`src/rscl_pkg.sv`:
```
package rscl_pkg;
   // ----------------------------------------------------------------
   // timing
   // ----------------------------------------------------------------
   localparam int CLK_MHZ         = 40;
   localparam int STRAP_SETTLE_NS = 200;  // pins released before sampling
   // least time: round up to whole cycles
   localparam int SETTLE_CYC      = (STRAP_SETTLE_NS * CLK_MHZ + 999) / 1000;

   // ----------------------------------------------------------------
   // register map (byte addresses)
   // ----------------------------------------------------------------
   localparam int          ADR_W         = 4;
   localparam logic [3:0] REG_CTRL      = 4'h0;
   localparam logic [3:0] REG_STRAP     = 4'h4;
   localparam logic [3:0] REG_GPIO_CTRL = 4'h8;
   localparam logic [3:0] REG_GPIO_STAT = 4'hC;
   localparam int CTRL_START_BIT = 0;
   localparam int CTRL_WAKE_HI   = 1;
   localparam int CTRL_SWRST_BIT = 2;
   localparam int GPIO_DIR_LSB   = 0;
   localparam int GPIO_OUT_LSB   = 2;
   localparam int GPIO_TRIG_LSB  = 4;

   // ----------------------------------------------------------------
   // types
   // ----------------------------------------------------------------
   typedef enum logic [1:0] {P3_MII = 2'h0, P3_RMII = 2'h1, P3_RSVD = 2'h2,
                             P3_RGMII = 2'h3} rscl_if_t;
   typedef enum logic [1:0] {MG_MDIO = 2'h0, MG_I2C = 2'h1, MG_SPI = 2'h2} rscl_mgmt_t;
   typedef enum logic [1:0] {PHY_RSVD = 2'h0, PHY_AN_EEE = 2'h1, PHY_100_MDIX = 2'h2,
                             PHY_100_MDI = 2'h3} rscl_phy_t;
   typedef enum logic [1:0] {ST_SAMPLE = 2'b01, ST_RUN = 2'b10} rscl_state_t;

   typedef struct packed {
      logic       test_mode;
      logic [1:0] phy_cfg;
      logic [1:0] mgmt;
      logic [1:0] p3_if;
      logic       p3_speed;
      logic       p3_role;
      logic       iba_n;
      logic       start_sw;
   } rscl_strap_t;
   localparam int          STRAP_W   = 11;
   localparam rscl_strap_t STRAP_RST = 11'h10F;  // all documented defaults

   typedef struct packed {
      logic       fwd_en;
      logic       frame_based_management_en;
      logic       p3_mac_mode;
      logic       p3_refclk_out;
      logic       p3_gig;
      rscl_if_t   p3_if;
      logic       p3_if_bad;
      rscl_mgmt_t mgmt_sel;
      rscl_phy_t  phy_mode;
      logic       phy_bad;
      logic       test_mode;
   } rscl_cfg_t;
endpackage

```
`src/rscl_top.sv`:
```
// Summary of operation
// RQ1: sample straps when power-up or soft reset ends
// RQ2: relatch on power-down exit and reset release
// RQ3: start strap 0 holds forwarding until start bit
// RQ4: management strap 0 enables frame-based management
// RQ5: role strap picks PHY/clock-out or MAC/clock-in
// RQ6: speed strap 0 gigabit, 1 ten/hundred
// RQ7: interface strap: MII, RMII, reserved, RGMII
// RQ8: management select: MDIO, I2C, SPI if high
// RQ9: interrupt pin pulls low, otherwise released
// RQ10: wake output asserts on energy detect
// RQ11: wake polarity programmable, default active low
// RQ12: system drives reset low at power-on
// RQ13: general pins synchronised, capture or trigger
// RQ14: host drives or reads general pins by registers
// RQ15: indicator pins drive low to light
// RQ16: PHY strap picks autoneg or forced modes
// RQ17: receive-valid strap 1 selects test mode
// RQ18: hold latched straps, then release shared pins
// RQ19: reserved codes flagged, never undefined mode
//
// The Wishbone register port and the placing of the registers were chosen for this implementation.
module rscl_top
   import rscl_pkg::*;
#(
   parameter int SETTLE = SETTLE_CYC
) (
   input  wire logic              core_clk,
   input  wire logic              resetn,
   input  wire logic              wb_cyc_i,
   input  wire logic              wb_stb_i,
   input  wire logic              wb_we_i,
   input  wire logic [ADR_W-1:0]  wb_adr_i,
   input  wire logic [3:0]        wb_sel_i,
   input  wire logic [31:0]       wb_dat_i,
   output logic      [31:0]       wb_dat_o,
   output logic                   wb_ack_o,
   input  wire logic              port1_indicator_a_i,
   output logic                   port1_indicator_a_o,
   output logic                   port1_indicator_a_oe,
   input  wire logic              port1_indicator_b_i,
   output logic                   port1_indicator_b_o,
   output logic                   port1_indicator_b_oe,
   input  wire logic              port2_indicator_a_i,
   output logic                   port2_indicator_a_o,
   output logic                   port2_indicator_a_oe,
   input  wire logic              port2_indicator_b_i,
   output logic                   port2_indicator_b_o,
   output logic                   port2_indicator_b_oe,
   input  wire logic              port3_rx_bit3,
   input  wire logic              port3_rx_bit2,
   input  wire logic              port3_rx_bit1,
   input  wire logic              port3_rx_bit0,
   input  wire logic              port3_rx_error,
   input  wire logic              port3_rx_valid,
   input  wire logic              wake_event_out_i,
   output logic                   wake_event_out_o,
   output logic                   wake_event_out_oe,
   output logic                   irq_out_low_o,
   output logic                   irq_out_low_oe,
   input  wire logic [1:0]        gpio_pin_i,
   output logic      [1:0]        gpio_pin_o,
   output logic      [1:0]        gpio_pin_oe,
   input  wire logic [3:0]        led_on,
   input  wire logic              irq_req,
   input  wire logic              energy_detect,
   input  wire logic              pd_exit,
   input  wire logic [1:0]        ptp_trigger,
   output logic      [1:0]        ts_capture,
   output rscl_cfg_t              cfg_o,
   output logic                   strap_busy
);
   if (SETTLE < 1 || SETTLE > 255) begin : g_bad_settle
      $error("rscl_top: SETTLE must be 1..255");
   end

   localparam logic [7:0] LAST = 8'(SETTLE - 1);

   rscl_state_t state_q;
   logic [7:0]  cnt_q;
   rscl_strap_t strap_q;
   logic        start_q;
   logic        wake_hi_q;
   logic        swrst_q;
   logic [5:0]  gctl_q;
   logic [1:0]  gs1_q, gs2_q, gs3_q;
   logic        drive_q;
   logic        drive_d;
   logic        latch;
   logic        restart;
   logic        acc;
   rscl_strap_t pins;

   // ----------------------------------------------------------------
   // strap sampling sequence
   // ----------------------------------------------------------------
   assign pins    = {port3_rx_valid, port3_rx_error, wake_event_out_i,
                     port3_rx_bit1, port3_rx_bit0, port3_rx_bit3, port3_rx_bit2,
                     port2_indicator_b_i, port2_indicator_a_i,
                     port1_indicator_b_i, port1_indicator_a_i};
   assign latch   = (state_q == ST_SAMPLE) && (cnt_q == LAST);
   assign restart = (state_q == ST_RUN) && (swrst_q || pd_exit);
   // pins let go on the edge that reopens sampling, so the whole window settles
   assign drive_d = latch || ((state_q == ST_RUN) && !restart);

   // reset release, soft reset and power-down exit all reopen sampling
   always_ff @(posedge core_clk or negedge resetn) begin
      if (!resetn) begin
         state_q <= ST_SAMPLE;                         // [RQ2] [RQ12]
         cnt_q   <= 8'h00;
      end else begin
         unique case (state_q)
            ST_SAMPLE: begin
               cnt_q <= cnt_q + 8'h01;
               if (latch) begin
                  state_q <= ST_RUN;                   // [RQ1]
               end
            end
            ST_RUN: begin
               cnt_q <= 8'h00;
               if (restart) begin
                  state_q <= ST_SAMPLE;                // [RQ2]
               end
            end
            default: begin
               state_q <= ST_SAMPLE;
               cnt_q   <= 8'h00;
            end
         endcase
      end
   end

   // straps change only at the end of a sampling window
   always_ff @(posedge core_clk or negedge resetn) begin
      if (!resetn) begin
         strap_q <= STRAP_RST;
      end else if (latch) begin
         strap_q <= pins;                              // [RQ1] [RQ18]
      end
   end

   // shared pins stay released while the board pulls set their level
   always_ff @(posedge core_clk or negedge resetn) begin
      if (!resetn) begin
         drive_q    <= 1'b0;
         strap_busy <= 1'b1;
      end else begin
         drive_q    <= drive_d;                        // [RQ18]
         strap_busy <= !drive_d;
      end
   end

   // ----------------------------------------------------------------
   // decode of latched straps
   // ----------------------------------------------------------------
   // reserved codes fall back to the default mode and raise a flag
   always_ff @(posedge core_clk or negedge resetn) begin
      if (!resetn) begin
         cfg_o <= '0;
      end else begin
         cfg_o.fwd_en                    <= strap_q.start_sw || start_q;  // [RQ3]
         cfg_o.frame_based_management_en <= !strap_q.iba_n;               // [RQ4]
         cfg_o.p3_mac_mode               <= strap_q.p3_role;              // [RQ5]
         cfg_o.p3_refclk_out             <= !strap_q.p3_role &&
                                            (strap_q.p3_if == P3_RMII);   // [RQ5]
         cfg_o.p3_gig                    <= !strap_q.p3_speed;            // [RQ6]
         cfg_o.p3_if_bad                 <= strap_q.p3_if == P3_RSVD;     // [RQ19]
         cfg_o.p3_if                     <= (strap_q.p3_if == P3_RSVD) ? P3_MII
                                            : rscl_if_t'(strap_q.p3_if);  // [RQ7]
         cfg_o.mgmt_sel                  <= strap_q.mgmt[1] ? MG_SPI
                                            : rscl_mgmt_t'(strap_q.mgmt); // [RQ8]
         cfg_o.phy_bad                   <= strap_q.phy_cfg == PHY_RSVD;  // [RQ19]
         cfg_o.phy_mode                  <= (strap_q.phy_cfg == PHY_RSVD) ? PHY_AN_EEE
                                            : rscl_phy_t'(strap_q.phy_cfg); // [RQ16]
         cfg_o.test_mode                 <= strap_q.test_mode;            // [RQ17]
      end
   end

   // ----------------------------------------------------------------
   // wishbone slave, one wait state, unmapped reads return zero
   // ----------------------------------------------------------------
   assign acc = wb_cyc_i && wb_stb_i && !wb_ack_o;

   always_ff @(posedge core_clk or negedge resetn) begin
      if (!resetn) begin
         wb_ack_o <= 1'b0;
         wb_dat_o <= 32'h0000_0000;
      end else begin
         wb_ack_o <= acc;
         if (acc && !wb_we_i) begin
            unique case (wb_adr_i)
               REG_CTRL:      wb_dat_o <= {29'h0, 1'b0, wake_hi_q, start_q};
               REG_STRAP:     wb_dat_o <= {20'h0, strap_busy, strap_q};
               REG_GPIO_CTRL: wb_dat_o <= {26'h0, gctl_q};
               REG_GPIO_STAT: wb_dat_o <= {30'h0, gs2_q};           // [RQ14]
               default:       wb_dat_o <= 32'h0000_0000;
            endcase
         end
      end
   end

   // control writes; soft reset is a one-cycle self-clearing strobe
   always_ff @(posedge core_clk or negedge resetn) begin
      if (!resetn) begin
         start_q   <= 1'b0;
         wake_hi_q <= 1'b0;                            // [RQ11]
         swrst_q   <= 1'b0;
         gctl_q    <= 6'h00;
      end else begin
         swrst_q <= 1'b0;
         if (acc && wb_we_i && wb_sel_i[0]) begin
            if (wb_adr_i == REG_CTRL) begin
               start_q   <= wb_dat_i[CTRL_START_BIT];  // [RQ3]
               wake_hi_q <= wb_dat_i[CTRL_WAKE_HI];    // [RQ11]
               swrst_q   <= wb_dat_i[CTRL_SWRST_BIT];  // [RQ1]
            end
            if (wb_adr_i == REG_GPIO_CTRL) begin
               gctl_q <= wb_dat_i[5:0];                // [RQ14]
            end
         end
      end
   end

   // ----------------------------------------------------------------
   // status and indicator pins
   // ----------------------------------------------------------------
   // the level pins only drive once strap sampling is over
   always_ff @(posedge core_clk or negedge resetn) begin
      if (!resetn) begin
         port1_indicator_a_o  <= 1'b1;
         port1_indicator_b_o  <= 1'b1;
         port2_indicator_a_o  <= 1'b1;
         port2_indicator_b_o  <= 1'b1;
         port1_indicator_a_oe <= 1'b0;
         port1_indicator_b_oe <= 1'b0;
         port2_indicator_a_oe <= 1'b0;
         port2_indicator_b_oe <= 1'b0;
         wake_event_out_o     <= 1'b1;
         wake_event_out_oe    <= 1'b0;
      end else begin
         port1_indicator_a_o  <= !led_on[0];           // [RQ15]
         port1_indicator_b_o  <= !led_on[1];
         port2_indicator_a_o  <= !led_on[2];
         port2_indicator_b_o  <= !led_on[3];
         port1_indicator_a_oe <= drive_d;              // [RQ18]
         port1_indicator_b_oe <= drive_d;
         port2_indicator_a_oe <= drive_d;
         port2_indicator_b_oe <= drive_d;
         wake_event_out_o     <= wake_hi_q ? energy_detect : !energy_detect; // [RQ10] [RQ11]
         wake_event_out_oe    <= drive_d;
      end
   end

   // open drain: data is always low, only the enable moves
   always_ff @(posedge core_clk or negedge resetn) begin
      if (!resetn) begin
         irq_out_low_o  <= 1'b0;
         irq_out_low_oe <= 1'b0;
      end else begin
         irq_out_low_o  <= 1'b0;
         irq_out_low_oe <= irq_req;                    // [RQ9]
      end
   end

   // ----------------------------------------------------------------
   // general pins, sampled into the core_clk domain
   // ----------------------------------------------------------------
   // gs1 feeds only gs2; edges are taken between gs2 and gs3
   always_ff @(posedge core_clk or negedge resetn) begin
      if (!resetn) begin
         // pins idle high on their pull-ups; a zero here would fake an edge
         gs1_q       <= 2'h3;
         gs2_q       <= 2'h3;
         gs3_q       <= 2'h3;
         ts_capture  <= 2'b00;
         gpio_pin_o  <= 2'b00;
         gpio_pin_oe <= 2'b00;
      end else begin
         gs1_q       <= gpio_pin_i;                    // [RQ13]
         gs2_q       <= gs1_q;
         gs3_q       <= gs2_q;
         ts_capture  <= ~gctl_q[GPIO_DIR_LSB +: 2] & gs2_q & ~gs3_q; // [RQ13]
         for (int i = 0; i < 2; i++) begin
            gpio_pin_o[i] <= gctl_q[GPIO_TRIG_LSB + i] ? ptp_trigger[i]
                             : gctl_q[GPIO_OUT_LSB + i];             // [RQ13] [RQ14]
         end
         gpio_pin_oe <= gctl_q[GPIO_DIR_LSB +: 2];     // [RQ14]
      end
   end
endmodule

```
`config.mk`:
```
export PLATFORM = sky130hd
export DESIGN_NAME = rscl_top
export DESIGN_NICKNAME = d
export VERILOG_FILES = /design/src/rscl_pkg.sv /design/src/rscl_top.sv
export SDC_FILE = /design/constraint.sdc
export NUM_CORES = 1
export LEC_CHECK = 0
export ABC_AREA = 1
export BUFFER_PORTS_ARGS = -buffer_cell sky130_fd_sc_hd__buf_2
export CORE_MARGIN = 2
export CORE_UTILIZATION = 35
export CTS_CLUSTER_DIAMETER = 120
export DETAILED_ROUTE_END_ITERATION = 6
export HOLD_SLACK_MARGIN = 0.02
export SLEW_MARGIN = 15
export SYNTH_ARGS = -nofsm -noshare
export SYNTH_HDL_FRONTEND = slang
export SYNTH_SLANG_ARGS = --single-unit
```
`constraint.sdc`:
```
create_clock -name core_clk -period 2.3 [get_ports core_clk]
set_clock_uncertainty 0.1 [all_clocks]
set_input_delay 0.23 -clock core_clk [delete_from_list [all_inputs] [get_ports core_clk]]
set_output_delay 0.23 -clock core_clk [all_outputs]
set_load 0.01 [all_outputs]
```
==> results of run 1 <==
[routing by layer]
| layer | vias to the layer above | wire (um) |
|---|---|---|
| li1 | 1171 | - |
| met1 | 1088 | 2960 |
| met3 | 8 | 392 |
| met2 | 73 | 3250 |
| met5 | - | 0 |
| met4 | 0 | 84 |
[power by group through the flow]
stage	logic, mW	clock network (mW)	registers [mW]
2_1_floorplan	0.486	0	2.01
3_3_place_gp	0.856	0	1.96
4_1_cts	0.908	1.26	1.95
6_report	0.897	1.22	1.95
5_1_grt	1.02	1.31	1.99
3_5_place_dp	0.874	0	1.97
[what timing repair did]
item | CTS | global route
resized for setup | 0 | 4
hold endpoints to repair | 49 | 0
buffers inserted | 0 | 2
setup endpoints to repair | 0 | 14
hold buffers | 25 | 0
[path summary, 6_finish.rpt]
path                            cells past startpoint                      end                from
worst max-delay path                               11  wb_dat_o[6]$_DFFE_PN0P_            wb_stb_i
min in group asynchronous                           2   state_q[1]$_DFFE_PN0P_              resetn
worst min-delay path                                3  strap_q[10]$_DFFE_PN0P_      port3_rx_valid
max in group asynchronous                           3   strap_q[3]$_DFFE_PN1P_              resetn
worst min register to register                      0       gs2_q[1]$_DFF_PN1_  gs1_q[1]$_DFF_PN1_
worst max register to register                      6   state_q[0]$_DFFE_PN1P_  cnt_q[0]$_DFF_PN0_
[state kept, by name, summed over array words and instances (netlist names), 6 cells and up]
| name | cells |
|---|---|
| cfg_o | 14 |
| gctl_q | 6 |
| cnt_q | 8 |
| strap_q | 11 |
| wb_dat_o | 12 |
[cells by family after synthesis]
kind of cell | Yosys count | synth area share (%)
compound gates | 14 | 2.38
buf+inv | 57 | 10.3
mux | 2 | 0.726
flops | 77 | 62.9
xor+xnor | 1 | 0.283
simple gates | 164 | 22.9
fa+ha+maj | 1 | 0.403
other cells | 1 | 0.121
[Yosys cell counts (2+ instances only)]
cell / instances / area share, %
sky130_fd_sc_hd__nand2_1: 99 / 12
sky130_fd_sc_hd__dfrtp_1: 59 / 48
sky130_fd_sc_hd__nand3_1: 31 / 5.0
sky130_fd_sc_hd__buf_4: 25 / 6.1
sky130_fd_sc_hd__inv_1: 24 / 2.9
sky130_fd_sc_hd__nor2_1: 24 / 2.9
sky130_fd_sc_hd__dfstp_2: 18 / 15
sky130_fd_sc_hd__o21ai_0: 9 / 1.5
sky130_fd_sc_hd__a21oi_1: 4 / 0.65
sky130_fd_sc_hd__clkbuf_1: 4 / 0.48
sky130_fd_sc_hd__buf_2: 2 / 0.32
sky130_fd_sc_hd__mux2_2: 2 / 0.73
sky130_fd_sc_hd__nor3_4: 2 / 1.0
sky130_fd_sc_hd__nor3b_1: 2 / 0.48
[metrics by stage]
step	std cells	worst slack [ps]	util [%]	instance area, um^2	power [mW]
after floorplan	337	860	-	3180	2.49
after detailed placement	499	664	41.0	3540	2.85
after global routing	543	8.07	47.1	4060	4.32
after global placement	499	697	41.0	3540	2.82
after CTS	540	142	46.7	4030	4.12
final	543	150	47.1	4060	4.06
[area by class of cell]
class | instances | area share [%]
flip-flops and latches | 77 | 48.0
multi-input cells | 203 | 22.4
repair buffers | 113 | 17.8
well taps | 108 | 3.33
clock buffers | 10 | 3.14
clock inverters | 6 | 2.74
inverters | 25 | 2.40
repair inverters | 1 | 0.185
[critical path, cell delays in order]
cell	delay [ps]
sky130_fd_sc_hd__dlygate4sd3_1	510
sky130_fd_sc_hd__buf_2	90
sky130_fd_sc_hd__nand2_1	40
sky130_fd_sc_hd__dlygate4sd3_1	550
sky130_fd_sc_hd__nor2_1	120
sky130_fd_sc_hd__inv_1	90
sky130_fd_sc_hd__nor2_1	130
sky130_fd_sc_hd__buf_6	160
sky130_fd_sc_hd__clkinvlp_4	180
sky130_fd_sc_hd__nand2_1	90
sky130_fd_sc_hd__o21ai_0	70
==> out/results.tsv, run 1 <==
metric	value	unit
initialDrtViolationCount	83	
tritoncts	done	
max_slew_violations	0	
hpwlAfterDp	4520	um
cp_data_required_time	2430	ps
groute.layer.met3.usage	4.65	%
multi_input_comb_area	911	um^2
grt_overflow	0	
post_synthesis_cells	317	
layout-area-overhead-vs-synth	31.1	%
rsz0062_at_grt	false	
antenna_cells	0	
clk_pin_slew	80	ps
synth_top_flop_cell	sky130_fd_sc_hd__dfrtp_1	
floorplan.initialDensity	35.9	%
finalCritPeriodShare	93.5	%
gp_congestion	0.754	
synth_edf_count	0	
met1_usage	17.5	%
grt_pass1_wl	10700	um
crit_path_start_kind	primary input	
clkSinkCount	77	
peak_supply_drop	0.000412	V
achievable-frequency	465	MHz
num_io_pins	133	
maxCapViolCount	0	
wl_per_cell	12.3	um
synth.cell_area	3100	um^2
timing.final.setup_violations	0	
netlist-cell-type-count	26	
max_slew_margin	66.3	%
tightest_slew	505	ps
yosysSeqAreaShare	62.9	%
comb_power_share	22.1	%
final_period_minus_worst_setup_slack	2150	ps
cp_max_fo	8	
p_sw_share	30.7	%
htree_num_levels	3	
maximum_number_of_pins_on_one_net_before_global_route_repair	41	
most-common-layout-cells	sky130_fd_sc_hd__nand2_1 (99), sky130_fd_sc_hd__buf_2 (81), sky130_fd_sc_hd__dfrtp_1 (59)	
postSynth.asyncResetShare	100	%
endpoint_kind	flop	
hold_violations	0	
fraction_of_layout_instances_using_a_drive_strength_above_1	30.6	%
register_area	1950	um^2
timing.setup.tns	0	ps
intPower	2.81	mW
worst_skew_pair.late_latency	350	ps
outcome	complete, no violations	
dr.pass1.iters	4	
antenna_violating_nets_post_route	0	
grt_pass1_vias	2248	
p_seq_share	47.9	%
hold-worst-slack	45.5	ps
yosysWarnings	0	
globalRouteTotalUtil	14.3	%
power.static_leakage	2.21	nW
ys_seq_elements	77	
cts_root_buf	sky130_fd_sc_hd__clkbuf_8	
min_path_type	in -> reg	
setup.worst_path.class	in -> reg	
power_density	1000	nW/um^2
routed_wirelength	6690	um
cts_buffer_depth	2	
global_route.usage.met2	23.9	%
drcViolationCount	0	
floorplan.die.height	98.1	um
quantity_of_i_o_buffers_inserted_on_ports	82	
route.vias.total	2340	
antenna_violations_before_repair	0	
worst_ep_arrival_time	2280	ps
grt-busiest-layer	met2	
fillerInstances	851	
syn_area_per_cell	9.78	um^2
finalNetCount	498	
area_enclosed_by_the_die_boundary	9630	um^2
placeableCoreArea	8640	um^2
tritoncts.num_buffers	9	
power_frac_clock	30.0	%
rows	34	
die_width	98.1	um
switching_power	1.25	mW
regToRegSetupSlack	690	ps
layout_commonest_cell	sky130_fd_sc_hd__nand2_1	
avgViaCountPerCell	4.31	
(Power assumes the default switching activity.)
==> inputs of run 2 (changes only) <==
CTS_BUF_LIST = sky130_fd_sc_hd__clkbuf_2 sky130_fd_sc_hd__clkbuf_4 sky130_fd_sc_hd__clkbuf_8   (was unset)
==> out/results.tsv, run 2 (synthesis results as in run 1) <==
metric	value	unit
outcome	complete, no violations	
antenna_cells	0	
design_power_total	4.07	mW
regToRegEndpoint	state_q[0]$_DFFE_PN1P_	
grt_overflow	0	
r2r_cells	6	
achievable-frequency	465	MHz
layout-area-overhead-vs-synth	31.2	%
hold_violations	0	
largest-register	cfg_o	
gp_congestion	0.754	
r2r-start	cnt_q[0]$_DFF_PN0_	
num_io_pins	133	
clkSinkCount	77	
area_enclosed_by_the_die_boundary	9630	um^2
finalInstanceArea	4070	um^2
worst_ep_arrival_time	2280	ps
antenna_violating_nets_post_route	0	
quantity_of_i_o_buffers_inserted_on_ports	82	
die_width	98.1	um
hpwlAfterDp	4520	um
crit_start	wb_stb_i	
path_depth	11	
fillerInstances	851	
tritoncts	done	
tightest_slew	507	ps
cts_buffer_depth	2	
route.vias.total	2336	
floorplan.die.height	98.1	um
worst_path_dominant_cell_family	buffers and inverters	
setup.worst_path.class	in -> reg	
reg.largest.list	cfg_o: 14 flops, wb_dat_o: 12 flops, strap_q: 11 flops	
dpl_worst_slack	664	ps
timing.final.setup_violations	0	
wl_per_cell	12.3	um
drcViolationCount	0	
power.static_leakage	2.21	nW
avgViaCountPerCell	4.30	
largest_register_ffs	14	
fraction_of_layout_instances_using_a_drive_strength_above_1	30.8	%
timing.setup.tns	0	ps
cp_data_required_time	2430	ps
finalCritPeriodShare	93.5	%
worstSetupEndpoint	wb_dat_o[6]$_DFFE_PN0P_	
cts_root_buf	sky130_fd_sc_hd__clkbuf_8	
antenna_violations_before_repair	0	
worst_skew_pair.late_latency	350	ps
post-route-worst-setup-slack	150	ps
crit_path_max_incr_delay	550	ps
path_buf_inv	6	
hold-worst-slack	44.0	ps
critical_path.slowest_cell	sky130_fd_sc_hd__dlygate4sd3_1	
grt_pass1_wl	10700	um
routed_wirelength	6690	um
max_slew_margin	66.2	%
initialDrtViolationCount	84	
regToRegSetupSlack	690	ps
postPlaceCellArea	3540	um^2
finalNetCount	498	
placeableCoreArea	8640	um^2
rsz0062_at_grt	false	
maxCapViolCount	0	
maximum_number_of_pins_on_one_net_before_global_route_repair	41	
crit_path_start_kind	primary input	
peak_supply_drop	0.000413	V
clk_pin_slew	80	ps
power_density	1000	nW/um^2
max_slew_violations	0	
layout_commonest_cell	sky130_fd_sc_hd__nand2_1	
rows	34	
globalRouteTotalUtil	14.3	%
cp_max_fo	8	
min_path_type	in -> reg	
htree_num_levels	3	
endpoint_kind	flop	
grt_pass1_vias	2248	
final_period_minus_worst_setup_slack	2150	ps
dr.pass1.iters	4	
floorplan.initialDensity	35.9	%
tritoncts.num_buffers	9	
critical_path.cell_chain	dlygate4sd3_1 > buf_2 > nand2_1 > dlygate4sd3_1 > nor2_1 > inv_1 > nor2_1 > buf_6 > clkinvlp_4 > nand2_1 > o21ai_0	
most-common-layout-cells	sky130_fd_sc_hd__nand2_1 (99), sky130_fd_sc_hd__buf_2 (81), sky130_fd_sc_hd__dfrtp_1 (59)	
[run 2: where the power goes]
group / total [mW] / internal, mW / leakage [nW] / switching [mW]
clock: 1.23 / 0.733 / 0.120 / 0.499
sequential: 1.95 / 1.73 / 0.955 / 0.211
combinational: 0.897 / 0.359 / 1.14 / 0.538
[run 2: worst min path at each step]
stage,start,cells after the start,endpoint
after floorplan,resetn,0,cfg_o[0]$_DFF_PN0_
after global placement,resetn,1,cnt_q[1]$_DFF_PN0_
after detailed placement,resetn,1,state_q[1]$_DFFE_PN0P_
after CTS,port3_rx_valid,3,strap_q[10]$_DFFE_PN0P_
after global routing,wb_dat_i[0],3,gctl_q[0]$_DFFE_PN0P_
final,port3_rx_valid,3,strap_q[10]$_DFFE_PN0P_
[run 2: area by class of cell]
class,count,area [um^2],area share (%)
clock inverters,6,111,2.74
inverters,25,97.6,2.40
flip-flops and latches,77,1950,47.9
clock buffers,10,131,3.23
repair buffers,113,724,17.8
well taps,108,135,3.32
multi-input cells,203,911,22.4
repair inverters,1,7.51,0.185
[run 2: stage by stage]
| step | std cells | utilization (%) |
|---|---|---|
| floorplan | 337 | - |
| global placement | 499 | 41.0 |
| detailed placement | 499 | 41.0 |
| CTS | 540 | 46.7 |
| global route | 543 | 47.1 |
| finish | 543 | 47.1 |
[run 2: metal layers]
metal	global-route usage, %	vias up	part of all wire (%)
li1	-	1171	-
met5	0	-	0
met4	5.13	0	1.1
met2	23.9	73	48
met3	4.65	6	6.1
met1	17.5	1086	44
[run 2: worst register-to-register path: stages (launching register included)]
cell and delay (ps):
sky130_fd_sc_hd__dfrtp_1 380, sky130_fd_sc_hd__ha_1 190, sky130_fd_sc_hd__nand2_1 100, sky130_fd_sc_hd__nor3_2 180, sky130_fd_sc_hd__nand2_1 320, sky130_fd_sc_hd__nand2_1 220
sky130_fd_sc_hd__inv_1 60
[run 2: timing repair]
item	CTS	global route
buffers inserted	0	2
hold buffers	25	0
endpoints found under the setup margin	0	14
endpoints found under the hold margin	49	0
resized for setup	0	4
==> inputs of run 3 (changes only) <==
ABC_AREA = unset   (was 1)
ABC_CLOCK_PERIOD_IN_PS = 2300   (was unset)
GPL_ROUTABILITY_DRIVEN = 0   (was unset)
==> out/results.tsv, run 3 <==
metric	value	unit
outcome	complete, no violations	
globalRouteTotalUtil	12.9	%
maximum_number_of_pins_on_one_net_before_global_route_repair	50	
cp_max_fo	15	
die_width	97.3	um
multi_input_comb_area	908	um^2
post_synthesis_cells	228	
timing.setup.tns	0	ps
postPlaceCellArea	3490	um^2
synth_commonest_cells	sky130_fd_sc_hd__dfrtp_1 (59), sky130_fd_sc_hd__buf_4 (25), sky130_fd_sc_hd__nand2_1 (19)	
dpl_worst_slack	477	ps
synth_top_flop_cell	sky130_fd_sc_hd__dfrtp_1	
floorplan.die.height	97.3	um
rsz0062_at_grt	false	
ys_seq_elements	77	
layout-area-overhead-vs-synth	31.6	%
hpwlAfterDp	3880	um
maxCapViolCount	0	
grt_pass1_wl	9600	um
final_period_minus_worst_setup_slack	1810	ps
worstSetupEndpoint	strap_q[6]$_DFFE_PN0P_	
antenna_cells	0	
initialDrtViolationCount	65	
top_post_synthesis_cells_by_area	sky130_fd_sc_hd__dfrtp_1 (48%), sky130_fd_sc_hd__dfstp_2 (16%), sky130_fd_sc_hd__buf_4 (6.2%)	
tritoncts.num_buffers	9	
max_slew_violations	0	
power_density	997	nW/um^2
tritoncts	done	
synth_largest_type_area_fraction	48.5	%
cp_data_required_time	2420	ps
avgViaCountPerCell	4.44	
fillerInstances	797	
worst_ep_arrival_time	1930	ps
postSynth.asyncResetShare	100	%
layout_commonest_cell	sky130_fd_sc_hd__buf_2	
peak_supply_drop	0.000303	V
antenna_violating_nets_post_route	0	
design_power_total	4.00	mW
cts_root_buf	sky130_fd_sc_hd__clkbuf_8	
largest_register_ffs	14	
finalInstanceArea	4010	um^2
hold_violations	0	
fraction_of_layout_instances_using_a_drive_strength_above_1	42.4	%
placeableCoreArea	8590	um^2
setup.worst_path.class	reg -> reg	
area_enclosed_by_the_die_boundary	9470	um^2
achievable-frequency	554	MHz
finalCritPeriodShare	78.5	%
postCtsResizedCells	0	
crit_path_start_kind	flop	
endpoint_kind	flop	
route.vias.total	2019	
htree_num_levels	3	
clkSinkCount	77	
quantity_of_i_o_buffers_inserted_on_ports	82	
synth_edf_count	0	
largest-register	cfg_o	
power.static_leakage	1.97	nW
hold-worst-slack	40.1	ps
post-route-worst-setup-slack	495	ps
finalNetCount	410	
synth.cell_area	3050	um^2
drcViolationCount	0	
most-common-layout-cells	sky130_fd_sc_hd__buf_2 (81), sky130_fd_sc_hd__dfrtp_1 (59), sky130_fd_sc_hd__dlygate4sd3_1 (28)	
timing.final.setup_violations	0	
netlist-cell-type-count	39	
worst_skew_pair.late_latency	350	ps
grt_overflow	0	
reg.largest.list	cfg_o: 14 flops, wb_dat_o: 12 flops, strap_q: 11 flops	
regToRegSetupSlack	490	ps
floorplan.initialDensity	35.5	%
grt_pass1_vias	1996	
r2r_cells	5	
post-place-cells	411	
r2r-start	cnt_q[0]$_DFF_PN0_	
num_io_pins	133	
yosysWarnings	0	
rows	34	
fraction_of_the_core_area_covered_by_cells_at_the_end_of_the_flow	46.7	%
clk_pin_slew	70	ps
wl_per_cell	12.3	um
register_area	1950	um^2
antenna_violations_before_repair	0	
netlist.top_cell.by_area	sky130_fd_sc_hd__dfrtp_1	
cts_buffer_depth	2	
yosysSeqAreaShare	64.0	%
dr.pass1.iters	4	
routed_wirelength	5610	um
min_path_type	in -> reg	
post-synth-top-count-cell	sky130_fd_sc_hd__dfrtp_1	
regToRegEndpoint	strap_q[6]$_DFFE_PN0P_	
layoutNonFillerInstCount	455	
syn_area_per_cell	13.4	um^2
crit_start	cnt_q[0]$_DFF_PN0_	
-- run 3: cell types whose count changed after synthesis, moves of 6 or more --
cell / before / now
sky130_fd_sc_hd__nand3_1: 31 / 4
sky130_fd_sc_hd__mux2_2: 2 / 15
sky130_fd_sc_hd__nor2_1: 24 / 6
sky130_fd_sc_hd__inv_1: 24 / 9
sky130_fd_sc_hd__mux2_4: 0 / 6
sky130_fd_sc_hd__nand2_1: 99 / 19
-- run 3: area by class of cell --
cell class / count / area share, %
sequential: 77 / 48.6
clock buffer: 11 / 3.46
inverter: 9 / 0.843
multi-input combinational: 130 / 22.7
timing repair buffer: 115 / 18.5
tap: 108 / 3.37
clock inverter: 5 / 2.50
-- run 3: metal layers --
layer	track usage, %	wire length (um)	vias to the layer above
li1	-	-	962
met1	16.5	2500	978
met2	20.6	2730	68
met3	3.88	282	11
met4	5.45	102	0
met5	0	0	-
-- run 3: worst min-delay path by stage --
stage                                   end  cells past startpoint         from
global placement      gctl_q[1]$_DFFE_PN0P_                      1       resetn
global route          gctl_q[1]$_DFFE_PN0P_                      2  wb_dat_i[1]
floorplan                cfg_o[0]$_DFF_PN0_                      0       resetn
detailed placement  ts_capture[1]$_DFF_PN0_                      1       resetn
finish                gctl_q[1]$_DFFE_PN0P_                      2  wb_dat_i[1]
CTS                   gctl_q[1]$_DFFE_PN0P_                      2  wb_dat_i[1]
-- run 3: critical path, cell delays in order, from the launching register on --
cell                       delay (ps)
sky130_fd_sc_hd__dfrtp_1          410
sky130_fd_sc_hd__ha_1             260
sky130_fd_sc_hd__and4bb_2         250
sky130_fd_sc_hd__nand3_1           80
sky130_fd_sc_hd__buf_4            230
sky130_fd_sc_hd__mux2_2           360
-- run 3: power breakdown --
group / switching [mW] / leakage [nW] / total, mW / internal (mW)
combinational: 0.401 / 0.896 / 0.837 / 0.436
clock: 0.466 / 0.124 / 1.21 / 0.742
sequential: 0.214 / 0.953 / 1.95 / 1.74
-- run 3: cell families (layout without fill, tap and decap cells) --
group / count (synthesis) / count (layout) / share of synthesized area (%)
muxes: 23 / 23 / 9.98
other: 1 / 21 / 0.123
xor gates and xnor gates: 4 / 4 / 1.15
buffers and inverters: 41 / 140 / 8.66
and+or+nand+nor: 55 / 55 / 9.86
adders and majority gates: 1 / 1 / 0.411
DFF: 77 / 77 / 64.0
AOI/OAI and AO/OA: 26 / 26 / 5.83
-- run 3: what timing repair did --
item / in CTS / in global routing
endpoints found under the hold margin: 57 / 0
buffers inserted: 0 / 0
hold buffers: 28 / 0
